$ cat config.mk
export PLATFORM = sky130hd
export DESIGN_NAME = imu_sensor_end_flat
export DESIGN_NICKNAME = d
export VERILOG_FILES = /design/src/rtl/imu_pkg.sv /design/src/rtl/imu_cfg_if.sv /design/src/rtl/imu_sensor_end.sv /design/src/rtl/ref_sync.sv /design/src/flat_wrapper.sv
export SDC_FILE = /design/constraint.sdc
export NUM_CORES = 1
export LEC_CHECK = 0
export BUFFER_PORTS_ARGS = -buffer_cell sky130_fd_sc_hd__buf_2
export CORE_ASPECT_RATIO = 1.5
export CORE_MARGIN = 4
export CORE_UTILIZATION = 45
export CTS_BUF_LIST = sky130_fd_sc_hd__clkbuf_2
export CTS_CLUSTER_SIZE = 28
export DETAILED_ROUTE_END_ITERATION = 8
export HOLD_SLACK_MARGIN = 0.02
export REMOVE_ABC_BUFFERS = 1
export SLEW_MARGIN = 10
export SYNTH_ARGS = -nofsm -noshare
export SYNTH_HDL_FRONTEND = slang
export SYNTH_SLANG_ARGS = --single-unit
$ cat constraint.sdc
create_clock -name clk -period 9.11 [get_ports clk]
set_input_delay 0.4555 -clock clk [delete_from_list [all_inputs] [get_ports clk]]
set_output_delay 0.4555 -clock clk [all_outputs]
set_load 0.1 [all_outputs]
$ cat src/rtl/imu_pkg.sv
// shared constants, codes and decode functions for the sensor rate/power logic
package imu_pkg;

  // ==========================================================================
  // timing
  localparam int unsigned CLK_HZ         = 40_000_000;
  localparam int unsigned BOOT_MS        = 10;
  localparam int unsigned BOOT_CYCLES    = CLK_HZ / 1000 * BOOT_MS;
  localparam int unsigned BASE_HZ_NOM    = 7680;
  localparam int unsigned BASE_HZ_SET1   = 8000;
  localparam int unsigned BASE_HZ_SET2   = 6400;
  localparam logic [12:0] BASE_DIV_NOM   = 13'(CLK_HZ / BASE_HZ_NOM);
  localparam logic [12:0] BASE_DIV_SET1  = 13'(CLK_HZ / BASE_HZ_SET1);
  localparam logic [12:0] BASE_DIV_SET2  = 13'(CLK_HZ / BASE_HZ_SET2);

  // ==========================================================================
  // register map
  localparam logic [7:0] ACCEL_CTRL_ADDR = 8'h10;
  localparam logic [7:0] GYRO_CTRL_ADDR  = 8'h11;
  localparam logic [7:0] PRECISE_ADDR    = 8'h12;
  localparam logic [7:0] STATUS_ADDR     = 8'h13;
  localparam int unsigned RATE_LSB       = 0;
  localparam int unsigned MODE_LSB       = 4;
  localparam int unsigned SET_LSB        = 0;
  localparam logic [6:0] CTRL_RESET      = 7'h00;
  localparam logic [1:0] SET_RESET       = 2'h0;

  // ==========================================================================
  // mode and rate codes
  localparam logic [2:0] MODE_HP    = 3'h0;
  localparam logic [2:0] MODE_HA    = 3'h1;
  localparam logic [2:0] MODE_TRIG  = 3'h3;
  localparam logic [2:0] MODE_LP1   = 3'h4;
  localparam logic [2:0] MODE_LP2   = 3'h5;
  localparam logic [2:0] MODE_LP3   = 3'h6;
  localparam logic [2:0] MODE_NORM  = 3'h7;
  localparam logic [2:0] GMODE_SLEEP = 3'h4;
  localparam logic [2:0] GMODE_LP    = 3'h5;
  localparam logic [3:0] RATE_OFF    = 4'h0;
  localparam logic [3:0] RATE_1P875  = 4'h1;
  localparam logic [3:0] RATE_7P5    = 4'h2;
  localparam logic [3:0] RATE_240    = 4'h7;
  localparam logic [3:0] RATE_1920   = 4'hA;
  localparam logic [3:0] RATE_TOP    = 4'hC;

  // low-power family, per channel
  function automatic logic is_lp(input logic acc, input logic [2:0] m);
    is_lp = acc ? (m == MODE_LP1 || m == MODE_LP2 || m == MODE_LP3) : (m == GMODE_LP);
  endfunction

  // log2 of measurements averaged per sample
  function automatic logic [1:0] avg_exp(input logic acc, input logic [2:0] m);
    case ({acc, m})
      {1'b1, MODE_LP1}: avg_exp = 2'h1;
      {1'b1, MODE_LP2}: avg_exp = 2'h2;
      {1'b1, MODE_LP3}: avg_exp = 2'h3;
      default:          avg_exp = 2'h0;
    endcase
  endfunction

  // rate code legal for this mode; anything else leaves the channel idle
  function automatic logic rate_ok(input logic acc, input logic [2:0] m, input logic [3:0] r);
    if (is_lp(acc, m))
      rate_ok = (r >= RATE_7P5 || (acc && r == RATE_1P875)) && r <= RATE_240
                && !(acc && r == RATE_7P5);
    else if (m == MODE_HA)
      rate_ok = r > RATE_7P5 && r <= RATE_TOP;
    else if (m == MODE_HP || m == MODE_TRIG)
      rate_ok = r >= RATE_7P5 && r <= RATE_TOP;
    else if (acc && m == MODE_NORM)
      rate_ok = r >= RATE_7P5 && r <= RATE_1920;
    else
      rate_ok = 1'b0;
  endfunction

  // base ticks per sample minus one; all rates are the base over a power of two
  function automatic logic [11:0] div_mask(input logic [3:0] r);
    case (r)
      RATE_1P875: div_mask = 12'hFFF;
      RATE_7P5:   div_mask = 12'h3FF;
      default:    div_mask = 12'((12'h001 << (4'hC - r)) - 12'h001);
    endcase
  endfunction

endpackage

$ cat src/rtl/imu_cfg_if.sv
// register port between the configuring processor and the sensor
`timescale 1ns/1ps
`default_nettype none
interface imu_cfg_if;
  logic       req;
  logic       we;
  logic [7:0] addr;
  logic [7:0] wdata;
  logic [7:0] rdata;
  logic       ack;
  modport dev (input req, input we, input addr, input wdata, output rdata, output ack);
  modport host (output req, output we, output addr, output wdata, input rdata, input ack);
endinterface
`default_nettype wire

$ cat src/rtl/imu_sensor_end.sv
// sensor end: boot, configuration registers, rate timing and channel sampling
`timescale 1ns/1ps
`default_nettype none
// Contract
// RULE1: boot of at most 10 ms first
// RULE2: boot ends with both channels powered down
// RULE3: only the three channel combinations are used
// RULE4: accel timing derived from gyro, integer multiples
// RULE5: power-down keeps port alive, holds last data
// RULE6: low-power modes average 2, 4, 8
// RULE7: low-power duty-cycles, no anti-alias, max 240 Hz
// RULE8: normal mode continuous, anti-alias, max 1920 Hz
// RULE9: high-performance continuous, anti-alias, max 7680 Hz
// RULE10: decode the 3-bit accel mode field
// RULE11: rate code zero forces power-down
// RULE12: decode the 4-bit rate field
// RULE13: precise set picks nominal, 8000 or 6400 family
// RULE14: precise mode used on both or neither
// RULE15: stabilisation timing ignores precise mode
// RULE16: both rates zero before toggling precise mode
// RULE17: no charge or activity sensing in precise
// RULE18: triggered mode follows external reference
// RULE19: gyro sleep keeps drive, chain off
// RULE20: illegal rate for mode means no samples
// RULE21: new settings applied at sample boundary
module imu_sensor_end
  import imu_pkg::*;
#(
  parameter int unsigned BOOT_LEN = BOOT_CYCLES
)
(
  input  wire logic        clk,
  input  wire logic        arst_n,
  imu_cfg_if.dev           bus,
  input  wire logic        ext_ref,
  input  wire logic [15:0] accel_raw,
  input  wire logic [15:0] gyro_raw,
  output logic      [15:0] accel_data,
  output logic      [15:0] gyro_data,
  output logic             accel_stb,
  output logic             gyro_stb,
  output logic             accel_chain_on,
  output logic             gyro_chain_on,
  output logic             accel_aa_en,
  output logic             gyro_drive_on,
  output logic             stab_tick,
  output logic             boot_done
);

  // ==========================================================================
  // boot and register file
  logic [22:0] boot_cnt_ff, nxt_boot_cnt;
  logic        boot_done_ff, nxt_boot_done;
  logic [6:0]  accel_ctrl_ff, nxt_accel_ctrl;
  logic [6:0]  gyro_ctrl_ff, nxt_gyro_ctrl;
  logic [1:0]  set_ff, nxt_set;
  logic        ack_ff, nxt_ack;
  logic [7:0]  rdata_ff, nxt_rdata;
  logic        take;
  logic [1:0]  act;

  assign take = bus.req & ~ack_ff;

  always_comb
  begin
    nxt_boot_cnt   = boot_cnt_ff;
    nxt_boot_done  = boot_done_ff;
    nxt_accel_ctrl = accel_ctrl_ff;
    nxt_gyro_ctrl  = gyro_ctrl_ff;
    nxt_set        = set_ff;
    nxt_ack        = take;
    nxt_rdata      = rdata_ff;
    if (!boot_done_ff)
    begin
      if (boot_cnt_ff == 23'(BOOT_LEN - 1))
        nxt_boot_done = 1'b1; // RULE1
      else
        nxt_boot_cnt = boot_cnt_ff + 23'h1; // RULE1
    end
    if (take && bus.we) // RULE5
    begin
      case (bus.addr)
        ACCEL_CTRL_ADDR: nxt_accel_ctrl = bus.wdata[6:0];
        GYRO_CTRL_ADDR:  nxt_gyro_ctrl  = bus.wdata[6:0];
        PRECISE_ADDR:    nxt_set        = bus.wdata[SET_LSB +: 2];
        default:         nxt_set        = nxt_set;
      endcase
    end
    if (take && !bus.we)
    begin
      case (bus.addr)
        ACCEL_CTRL_ADDR: nxt_rdata = {1'b0, accel_ctrl_ff};
        GYRO_CTRL_ADDR:  nxt_rdata = {1'b0, gyro_ctrl_ff};
        PRECISE_ADDR:    nxt_rdata = {6'h00, set_ff};
        STATUS_ADDR:     nxt_rdata = {4'h0, gyro_drive_on, act[1], act[0], boot_done_ff};
        default:         nxt_rdata = 8'h00;
      endcase
    end
    if (!boot_done_ff && nxt_boot_done)
    begin
      nxt_accel_ctrl[RATE_LSB +: 4] = RATE_OFF; // RULE2
      nxt_gyro_ctrl[RATE_LSB +: 4]  = RATE_OFF; // RULE2
    end
  end

  always_ff @(posedge clk or negedge arst_n)
  begin
    if (!arst_n)
    begin
      boot_cnt_ff   <= 23'h0;
      boot_done_ff  <= 1'b0;
      accel_ctrl_ff <= CTRL_RESET;
      gyro_ctrl_ff  <= CTRL_RESET;
      set_ff        <= SET_RESET;
      ack_ff        <= 1'b0;
      rdata_ff      <= 8'h00;
    end
    else
    begin
      boot_cnt_ff   <= nxt_boot_cnt;
      boot_done_ff  <= nxt_boot_done;
      accel_ctrl_ff <= nxt_accel_ctrl;
      gyro_ctrl_ff  <= nxt_gyro_ctrl;
      set_ff        <= nxt_set;
      ack_ff        <= nxt_ack;
      rdata_ff      <= nxt_rdata;
    end
  end

  assign bus.ack   = ack_ff;
  assign bus.rdata = rdata_ff;
  assign boot_done = boot_done_ff;

  // ==========================================================================
  // shared sample timing: one base, one octave counter for both channels
  logic [12:0] base_cnt_ff, nxt_base_cnt;
  logic [12:0] nom_cnt_ff, nxt_nom_cnt;
  logic [11:0] oct_ff, nxt_oct;
  logic [12:0] base_div;
  logic        base_tick, ref_rise;

  always_comb
  begin
    case (set_ff)
      2'h1:    base_div = BASE_DIV_SET1; // RULE13
      2'h2:    base_div = BASE_DIV_SET2; // RULE13
      default: base_div = BASE_DIV_NOM;
    endcase
    // a shorter base after a set change must not run the count round
    base_tick    = base_cnt_ff >= base_div - 13'h1;
    nxt_base_cnt = base_tick ? 13'h0 : base_cnt_ff + 13'h1;
    nxt_oct      = base_tick ? oct_ff + 12'h1 : oct_ff; // RULE4
    stab_tick    = nom_cnt_ff == BASE_DIV_NOM - 13'h1; // RULE15
    nxt_nom_cnt  = stab_tick ? 13'h0 : nom_cnt_ff + 13'h1;
  end

  always_ff @(posedge clk or negedge arst_n)
  begin
    if (!arst_n)
    begin
      base_cnt_ff <= 13'h0;
      nom_cnt_ff  <= 13'h0;
      oct_ff      <= 12'h0;
    end
    else
    begin
      base_cnt_ff <= nxt_base_cnt;
      nom_cnt_ff  <= nxt_nom_cnt;
      oct_ff      <= nxt_oct;
    end
  end

  ref_sync u_ref_sync
  (
    .clk    (clk),
    .arst_n (arst_n),
    .pin    (ext_ref),
    .rise   (ref_rise)
  );

  // ==========================================================================
  // per-channel sampling: index 0 acceleration, 1 angular rate
  logic [15:0] raw [2];
  logic [15:0] data [2];
  logic [6:0]  ctrl [2];
  logic [1:0]  stb, chain, aa, sleep_on;

  assign raw[0]  = accel_raw;
  assign raw[1]  = gyro_raw;
  assign ctrl[0] = accel_ctrl_ff;
  assign ctrl[1] = gyro_ctrl_ff;

  for (genvar i = 0; i < 2; i++)
  begin : g_chan
    localparam logic ACC = (i == 0);
    logic [2:0]  mode_ff, nxt_mode;
    logic [3:0]  rate_ff, nxt_rate;
    logic [3:0]  burst_ff, nxt_burst;
    logic [18:0] sum_ff, nxt_sum;
    logic [15:0] data_ff, nxt_data;
    logic        stb_ff, nxt_stb;
    logic        tick, lp;
    logic [1:0]  n;
    logic [18:0] total;

    always_comb
    begin
      act[i]      = boot_done_ff && rate_ok(ACC, mode_ff, rate_ff); // RULE11 RULE20 RULE10 RULE12
      lp          = is_lp(ACC, mode_ff); // RULE7
      n           = avg_exp(ACC, mode_ff); // RULE6
      sleep_on[i] = !ACC && boot_done_ff && mode_ff == GMODE_SLEEP && rate_ff != RATE_OFF;
      tick        = act[i] && ((mode_ff == MODE_TRIG) ? ref_rise // RULE18
                    : base_tick && (oct_ff & div_mask(rate_ff)) == 12'h0); // RULE4
      total       = sum_ff + {3'h0, raw[i]};
      nxt_mode    = mode_ff;
      nxt_rate    = rate_ff;
      nxt_burst   = burst_ff;
      nxt_sum     = sum_ff;
      nxt_data    = data_ff; // RULE5
      nxt_stb     = 1'b0;
      if (!act[i] || tick)
      begin
        nxt_mode = ctrl[i][MODE_LSB +: 3]; // RULE21
        nxt_rate = ctrl[i][RATE_LSB +: 4]; // RULE21
      end
      if (tick && lp)
      begin
        nxt_burst = 4'(4'h1 << n); // RULE6
        nxt_sum   = 19'h0;
      end
      else if (tick)
      begin
        nxt_data = raw[i]; // RULE8 RULE9
        nxt_stb  = 1'b1;
      end
      else if (burst_ff != 4'h0)
      begin
        nxt_burst = burst_ff - 4'h1;
        nxt_sum   = total;
        if (burst_ff == 4'h1)
        begin
          nxt_data = 16'(total >> n); // RULE6
          nxt_stb  = 1'b1;
        end
      end
      chain[i] = lp ? (burst_ff != 4'h0) : act[i]; // RULE7 RULE8 RULE9 RULE19
      aa[i]    = act[i] && !lp; // RULE7 RULE8 RULE9
    end

    always_ff @(posedge clk or negedge arst_n)
    begin
      if (!arst_n)
      begin
        mode_ff  <= MODE_HP;
        rate_ff  <= RATE_OFF;
        burst_ff <= 4'h0;
        sum_ff   <= 19'h0;
        data_ff  <= 16'h0000;
        stb_ff   <= 1'b0;
      end
      else
      begin
        mode_ff  <= nxt_mode;
        rate_ff  <= nxt_rate;
        burst_ff <= nxt_burst;
        sum_ff   <= nxt_sum;
        data_ff  <= nxt_data;
        stb_ff   <= nxt_stb;
      end
    end

    assign data[i] = data_ff;
    assign stb[i]  = stb_ff;
  end

  assign accel_data     = data[0];
  assign gyro_data      = data[1];
  assign accel_stb      = stb[0];
  assign gyro_stb       = stb[1];
  assign accel_chain_on = chain[0];
  assign gyro_chain_on  = chain[1];
  assign accel_aa_en    = aa[0];
  assign gyro_drive_on  = act[1] | sleep_on[1]; // RULE19

endmodule
`default_nettype wire

$ cat src/rtl/ref_sync.sv
// three-stage synchroniser with rising-edge pulse for the external reference
`timescale 1ns/1ps
`default_nettype none
module ref_sync
(
  input  wire logic clk,
  input  wire logic arst_n,
  input  wire logic pin,
  output logic      rise
);
  logic s1_ff, s2_ff, s3_ff, lvl_ff;
  logic nxt_lvl;

  always_comb
  begin
    nxt_lvl = (s2_ff == s3_ff) ? s3_ff : lvl_ff;
  end

  always_ff @(posedge clk or negedge arst_n)
  begin
    if (!arst_n)
    begin
      s1_ff  <= 1'b0;
      s2_ff  <= 1'b0;
      s3_ff  <= 1'b0;
      lvl_ff <= 1'b0;
    end
    else
    begin
      s1_ff  <= pin;
      s2_ff  <= s1_ff;
      s3_ff  <= s2_ff;
      lvl_ff <= nxt_lvl;
    end
  end

  assign rise = nxt_lvl & ~lvl_ff;
endmodule
`default_nettype wire

$ cat src/flat_wrapper.sv
// flat-port wrapper written by rule: the top's interface ports become plain ports
module imu_sensor_end_flat import imu_pkg::*;
#(
  parameter int unsigned BOOT_LEN = BOOT_CYCLES
)
  (clk, arst_n, ext_ref, accel_raw, gyro_raw, accel_data, gyro_data, accel_stb, gyro_stb, accel_chain_on, gyro_chain_on, accel_aa_en, gyro_drive_on, stab_tick, boot_done, bus_req, bus_we, bus_addr, bus_wdata, bus_rdata, bus_ack);
  imu_cfg_if bus_i ();
  input  wire logic clk;
  input  wire logic arst_n;
  input  wire logic ext_ref;
  input  wire logic [15:0] accel_raw;
  input  wire logic [15:0] gyro_raw;
  output logic      [15:0] accel_data;
  output logic      [15:0] gyro_data;
  output logic accel_stb;
  output logic gyro_stb;
  output logic accel_chain_on;
  output logic gyro_chain_on;
  output logic accel_aa_en;
  output logic gyro_drive_on;
  output logic stab_tick;
  output logic boot_done;
  input wire logic [$bits(bus_i.req)-1:0] bus_req;
  input wire logic [$bits(bus_i.we)-1:0] bus_we;
  input wire logic [$bits(bus_i.addr)-1:0] bus_addr;
  input wire logic [$bits(bus_i.wdata)-1:0] bus_wdata;
  output wire logic [$bits(bus_i.rdata)-1:0] bus_rdata;
  output wire logic [$bits(bus_i.ack)-1:0] bus_ack;
  assign bus_i.req = bus_req;
  assign bus_i.we = bus_we;
  assign bus_i.addr = bus_addr;
  assign bus_i.wdata = bus_wdata;
  assign bus_rdata = bus_i.rdata;
  assign bus_ack = bus_i.ack;
  imu_sensor_end #(.BOOT_LEN(BOOT_LEN)) u_core (.clk(clk), .arst_n(arst_n), .bus(bus_i), .ext_ref(ext_ref), .accel_raw(accel_raw), .gyro_raw(gyro_raw), .accel_data(accel_data), .gyro_data(gyro_data), .accel_stb(accel_stb), .gyro_stb(gyro_stb), .accel_chain_on(accel_chain_on), .gyro_chain_on(gyro_chain_on), .accel_aa_en(accel_aa_en), .gyro_drive_on(gyro_drive_on), .stab_tick(stab_tick), .boot_done(boot_done));
endmodule
# After elaboration in Yosys (flattened, before gate mapping)
# Index checks and enable logic that the tools add are counted.
[classes]
n_lt_le_gt_ge = 10
mux = 53
eq_ne = 27
shift = 4
addsub = 13
n_reduce_logical = 61
bitwise_logic = 11
[ops]
columns = ["operator", "n"]
rows = [
  ["2-to-1 mux 19 bit", 6],
  ["2-to-1 mux 16 bit", 6],
  ["case mux 12 bit (2 select lines)", 3],
  ["2-to-1 mux 4 bit", 12],
  ["adder 19 x 16 -> 19 bit", 2],
  ["equality test 8 x 5 -> 1 bit, second input constant", 4],
  ["case mux 7 bit (4 select lines)", 1],
  ["adder 13 x 1 -> 13 bit, second input constant", 2],
  ["2-to-1 mux 13 bit", 2],
  ["bitwise AND 12 bit", 2],
  ["logical NOT 12 bit", 2],
  ["<< shifter 1 x 4 -> 12 bit, first input constant", 2],
  ["subtractor 12 x 1 -> 12 bit, second input constant", 2],
  ["adder 23 x 1 -> 23 bit, second input constant", 1],
  ["equality test 23 x 19 -> 1 bit, second input constant", 1],
  ["logical AND 1 bit", 22],
  ["2-to-1 mux 1 bit", 22],
  ["right shift 19 x 2 -> 16 bit", 1],
  ["equality test 3 bit, second input constant", 6],
  ["nonzero test 2 bit", 9],
  ["equality test 4 x 1 -> 1 bit, second input constant", 4],
  ["AND reduction 2 bit", 8],
  ["equality test 13 bit, second input constant", 1],
  ["greater-or-equal comparator 13 bit", 1],
  ["25 further kinds", 57],
]
[word_totals]
reg_bits = 185
elab_cells = 207

# Depth between registers and ports, before layout
[logic_depth]
depth_word = 12
mapped_depth = 16
ltp_nobuf = 13

# Modules after synthesis
# Synthesis repeated with hierarchy kept, for this count alone.
[hier_totals]
cells_unflattened = 1152
hier_area_um2 = 11438.5
[by_module_without_submodules]
columns = ["module", "area_per_inst_um2", "n_inst", "cells_per_inst"]
rows = [
  ["imu_sensor_end", 11317.1, 1, 1146],
  ["ref_sync", 121.4, 1, 6],
]

# Worst setup path before layout
# Ideal clock, no wire load.
[synth_timing]
path_kind = "register to output"
startpoint = "register u_core.nom_cnt_ff[0]"
endpoint = "output stab_tick"
path_slack_ns = 4.364
path_stages_with_launch = 5
arrival_ns = 4.291
path_cell_list = "dfrtp_1 > ha_1 > nor4bb_1 > nand4b_1 > nor4_1"
[synth_between]
elab_chain_cells = 1
[synth_lines]
columns = ["item", "line_no", "text"]
rows = [
  ["start: declaration", "imu_sensor_end.sv:137", "logic [12:0] nom_cnt_ff, nxt_nom_cnt;"],
  ["start signal: assignment", "imu_sensor_end.sv:168", "nom_cnt_ff <= nxt_nom_cnt;"],
  ["equality test 13 bit", "imu_sensor_end.sv:153", "stab_tick = nom_cnt_ff == BASE_DIV_NOM - 13'h1;"],
  ["end: declaration", "flat_wrapper.sv:21", "output logic stab_tick;"],
]
# No other way between the ends.

# Final worst setup path
[layout_timing]
startpoint = "register u_core.g_chan[0].rate_ff[2]"
endpoint = "register u_core.g_chan[0].sum_ff[0]"
[layout_between]
elab_chain_cells = 12
[layout_lines]
columns = ["item", "line_no", "text"]
rows = [
  ["start: declaration", "imu_sensor_end.sv:197", "logic [3:0] rate_ff, nxt_rate;"],
  ["start signal: assignment", "imu_sensor_end.sv:264", "rate_ff <= nxt_rate;"],
  ["subtractor 4 bit", "imu_pkg.sv:81", "default: div_mask = 12'((12'h001 << (4'hC - r)) - 12'h001);"],
  ["<< shifter 1 x 4 -> 12 bit", "imu_pkg.sv:81", ""],
  ["subtractor 12 x 1 -> 12 bit", "imu_pkg.sv:81", ""],
  ["case mux 12 bit (2 select lines)", "imu_pkg.sv:78", "case (r)"],
  ["bitwise AND 12 bit", "imu_sensor_end.sv:213", ": base_tick && (oct_ff & div_mask(rate_ff)) == 12'h0);"],
  ["logical NOT 12 bit", "imu_sensor_end.sv:213", ""],
  ["logical AND 1 bit", "imu_sensor_end.sv:213", ""],
  ["2-to-1 mux 1 bit", "imu_sensor_end.sv:212", "tick = act[i] && ((mode_ff == MODE_TRIG) ? ref_rise"],
  ["logical AND 1 bit *", "imu_sensor_end.sv:212", ""],
  ["logical AND 1 bit", "imu_sensor_end.sv:226", "if (tick && lp)"],
  ["!= test 2 bit (no line) / nonzero test 2 bit (equally long branches)", "n/a", ""],
  ["AND reduction 2 bit (no line)", "n/a", ""],
  ["end signal: assignment", "imu_sensor_end.sv:266", "sum_ff <= nxt_sum;"],
  ["end: declaration", "imu_sensor_end.sv:199", "logic [18:0] sum_ff, nxt_sum;"],
]
# Mark *: on every way between the ends. The rest lies on a longest branch, timed or not.
# A chain may end at the register's enable or synchronous reset.

==> impl_metrics.csv <==
group,metric,value,unit
setup_path,arrival,5.35,ns
timing,setup_ws,4.52,ns
detailed_routing,firstDrtPassIters,7,
setup_path,path_class,"register to register",
setup_path,crit_chain,"inv_1 -> ha_1 -> nand3b_1 -> o311ai_0 -> and3_1 -> a221o_1 -> nor3_2 -> a31oi_4 -> mux2i_1 -> buf_4 -> a22o_1",
synth,async_flop_share,100,%
power,p_switching,0.000461,W
synth,synth_seq_area_share,40.7,%
hold_path,hold_path.class,"input pin to register",
setup_path,timing.rr.start,"u_core.g_chan[0].rate_ff[2]",
power,clkPwrFrac,32.1,%
detailed_routing,vias,9046,
detailed_routing,drc,0,
global_routing,antenna_found_initial,1,
synth,ys_warn_count,0,
synth,syn_inst,1167,
detailed_routing,antenna_left,0,
timing,tightest_slew,1.22,ns
power,p_int,0.000999,W
floorplan,placementRows,70,
placed_design,port_buffers,99,
clocking,cts_tree,"done",
setup_path,cp-end-kind,"register",
setup_path,critPathSlowestCell,"mux2i_1",
timing,drv_slew,0,
clocking,clk-insertion-delay-late,0.84,ns
power,power_frac_comb,11.5,%
synth,syn_avg_cell_area,9.54,µm²
clocking,cts-buffers-inserted,17,
synth,synth_edf_count,0,
placed_design,place_ws,4.59,ns
setup_path,critPathLaunch,"u_core.g_chan[0].rate_ff[2]",
floorplan,die-area,27400,µm²
placed_design,place.gp.congestion,0.882,
power,swShare,31.6,%
layout,num-fill-cells,2343,
detailed_routing,vias_per_cell,5.56,
synth,synth_ff_type,"dfrtp_1",
global_routing,grt_pass1_vias,9134,
synth,syn_area,11100,µm²
detailed_routing,routedWlPerCell,16.5,µm
hold_path,worstHoldStart,"bus_addr[1]",
floorplan,dieHeight,201,µm
floorplan,die_w,136,µm
global_routing,gr-usage-all-layers,20.0,%
placed_design,dp_hpwl,19300,µm
setup_path,critical-path-max-stage-delay,0.90,ns
clocking,cts_sinks,181,
setup_path,cp_max_fo,31,
clocking,cts_max_path_buffers,2,
detailed_routing,finalWirelength,26900,µm
timing,setup_viol,0,
floorplan,start_util,45.7,%
setup_path,crit_required,9.87,ns
run_status,outcome,"complete, no violations",
run,cap_violations,0,
clocking,path_clk_slew,0.31,ns
timing,hold_viol_final,0,
timing,finClkSkew,0.0453,ns
layout,area_growth_syn_to_layout,13.2,%
timing,grt_setup_unrepaired,"false",
timing,maxSlewHeadroom,18.6,%
timing,fin_crit,4.59,ns
synth,ys_ff_latch,181,
global_routing,grt_pass1_wl,44700,µm
timing,fmax,218,MHz
layout,nets,1405,
layout,final_util,51.8,%
detailed_routing,drtIter0Drc,489,
global_routing,grt_max_degree,73,
clocking,postCtsSetupBuffers,0,
clocking,post_cts_resized,0,
power,seq_power_share,56.4,%
layout,drive_gt1_share,14.6,%
power,powerDensity,116,nW/µm²
floorplan,num_io_pins,102,
clocking,h-tree-depth,4,
synth,synth_cell_types,81,
setup_path,critPathLaunchType,"register",
power,power.leakage,5.94,nW
power,vdd_drop_max,0.0698,mV
setup_path,r2r_slack,4.52,ns
global_routing,overflow,0,
timing,period_share,50.4,%
timing,setup_tns,0,ns
floorplan,core,24300,µm²
clocking,cts-root-buf,"clkbuf_2",
-- repair_timing --
action                     CTS  global route
hold endpoints to repair   105             0
setup endpoints to repair    0             0
hold buffers                50             0
-- cell type report --
| class | count | area (µm²) | area share (%) |
|---|---|---|---|
| inverters | 63 | 236 | 1.88 |
| well taps | 324 | 405 | 3.21 |
| multi-input cells | 871 | 6090 | 48.3 |
| clock buffers | 17 | 85.1 | 0.675 |
| flip-flops and latches | 181 | 4530 | 35.9 |
| clock inverters | 15 | 206 | 1.64 |
| repair buffers | 156 | 1060 | 8.38 |
| diodes | 1 | 2.50 | 0.0198 |
-- power groups by stage --
stage | Sequential (W) | Clock (W) | Combinational, W
final | 0.000824 | 0.000469 | 0.000168
after global routing | 0.000826 | 0.000520 | 0.000185
after CTS | 0.000824 | 0.000488 | 0.000170
after detailed placement | 0.000836 | 0 | 0.000153
after global placement | 0.000836 | 0 | 0.000152
after floorplan | 0.000865 | 0 | 0.0000674
-- flip-flops by register name, summed over array words and instances (netlist names), 6 cells and up --
| register | count |
|---|---|
| u_core.oct_ff | 12 |
| u_core.g_chan.mode_ff | 6 |
| u_core.base_cnt_ff | 13 |
| u_core.accel_data | 16 |
| u_core.gyro_data | 16 |
| u_core.bus.rdata | 7 |
| u_core.nom_cnt_ff | 13 |
| u_core.accel_ctrl_ff | 7 |
| u_core.g_chan.rate_ff | 8 |
| u_core.gyro_ctrl_ff | 7 |
| u_core.boot_cnt_ff | 23 |
| u_core.g_chan.burst_ff | 8 |
| u_core.g_chan.sum_ff | 35 |
-- Yosys cell counts (11+ instances only) --
library cell  instances  share of area (%)
mux2_2               26                2.6
dfrtp_1             181                 41
nor2b_1              18                1.0
buf_2                17               0.76
mux2i_1              33                3.0
xnor2_1              50                3.9
ha_1                 60                6.7
o21a_1               11               0.74
nand2b_1             12               0.67
a21oi_1              61                2.7
nor2_1               97                3.3
inv_1                63                2.1
nand4_1              17               0.96
nor3_1               18               0.81
o22ai_1              22                1.2
clkbuf_1             19               0.64
xor2_1               34                2.7
nand3_1              41                1.8
a22o_1               29                2.3
and2_1               13               0.73
a31oi_1              15               0.84
nand2_1             103                3.5
o21ai_0              40                1.8
-- logic make-up after synthesis --
group                      synth area share, %
AOI/OAI and AO/OA                         17.7
xor gates and xnor gates                  6.61
adders and majority gates                 7.28
buffers and inverters                     4.78
DFF                                       40.7
muxes                                     6.12
other                                   0.0337
and+or+nand+nor                           16.8
-- cell usage in the layout, fill, tap and decap left out, types with 26 or more instances in the layout --
cell type      synthesis  routed
dfrtp_1              181     181
inv_1                 63      63
mux2_2                26      26
ha_1                  60      60
o21ai_0               40      40
xnor2_1               50      50
a22o_1                29      29
nand2_1              103     103
nand3_1               41      41
mux2i_1               33      33
nor2_1                97      97
buf_2                 17      98
dlygate4sd3_1          0      50
a21oi_1               61      60
xor2_1                34      34
-- critical path: cells and delay by family, from the launching register on --
| kind | cells | cell delay [ns] |
|---|---|---|
| buf+inv | 2 | 0.67 |
| mux | 1 | 0.90 |
| simple gates | 3 | 0.76 |
| compound gates | 4 | 1.02 |
| flops | 1 | 0.80 |
| fa+ha+maj | 1 | 0.37 |
-- layer usage --
layer	wire (µm)	GRT usage (%)	vias up
met3	781	2.91	32
met5	0	0	-
met4	459	5.66	0
li1	-	-	4440
met2	14400	37.5	154
met1	11200	23.3	4420
-- per-stage QoR --
| step | area, µm² | instances | hold WS [ns] | power [W] |
|---|---|---|---|---|
| floorplan | 10800 | 1115 | 0.160 | 0.000932 |
| global placement | 11800 | 1545 | 0.390 | 0.000988 |
| detailed placement | 11800 | 1545 | 0.399 | 0.000989 |
| CTS | 12600 | 1627 | 0.0511 | 0.00148 |
| global route | 12600 | 1628 | 0.0428 | 0.00153 |
| finish | 12600 | 1628 | 0.108 | 0.00146 |
-- path summary, 6_finish.rpt --
| kind | endpoint | cells after the start |
|---|---|---|
| worst max-delay path | u_core.g_chan[0].sum_ff[0] | 11 |
| worst min-delay path | u_core.bus.rdata[3] | 4 |
| worst max register to register | u_core.g_chan[0].sum_ff[0] | 11 |
| worst min register to register | u_core.u_ref_sync.s3_ff | 0 |
| max in group asynchronous | u_core.oct_ff[4] | 4 |
| min in group asynchronous | u_core.accel_data[7] | 3 |
Note: power is estimated with default switching activity, not from simulation.
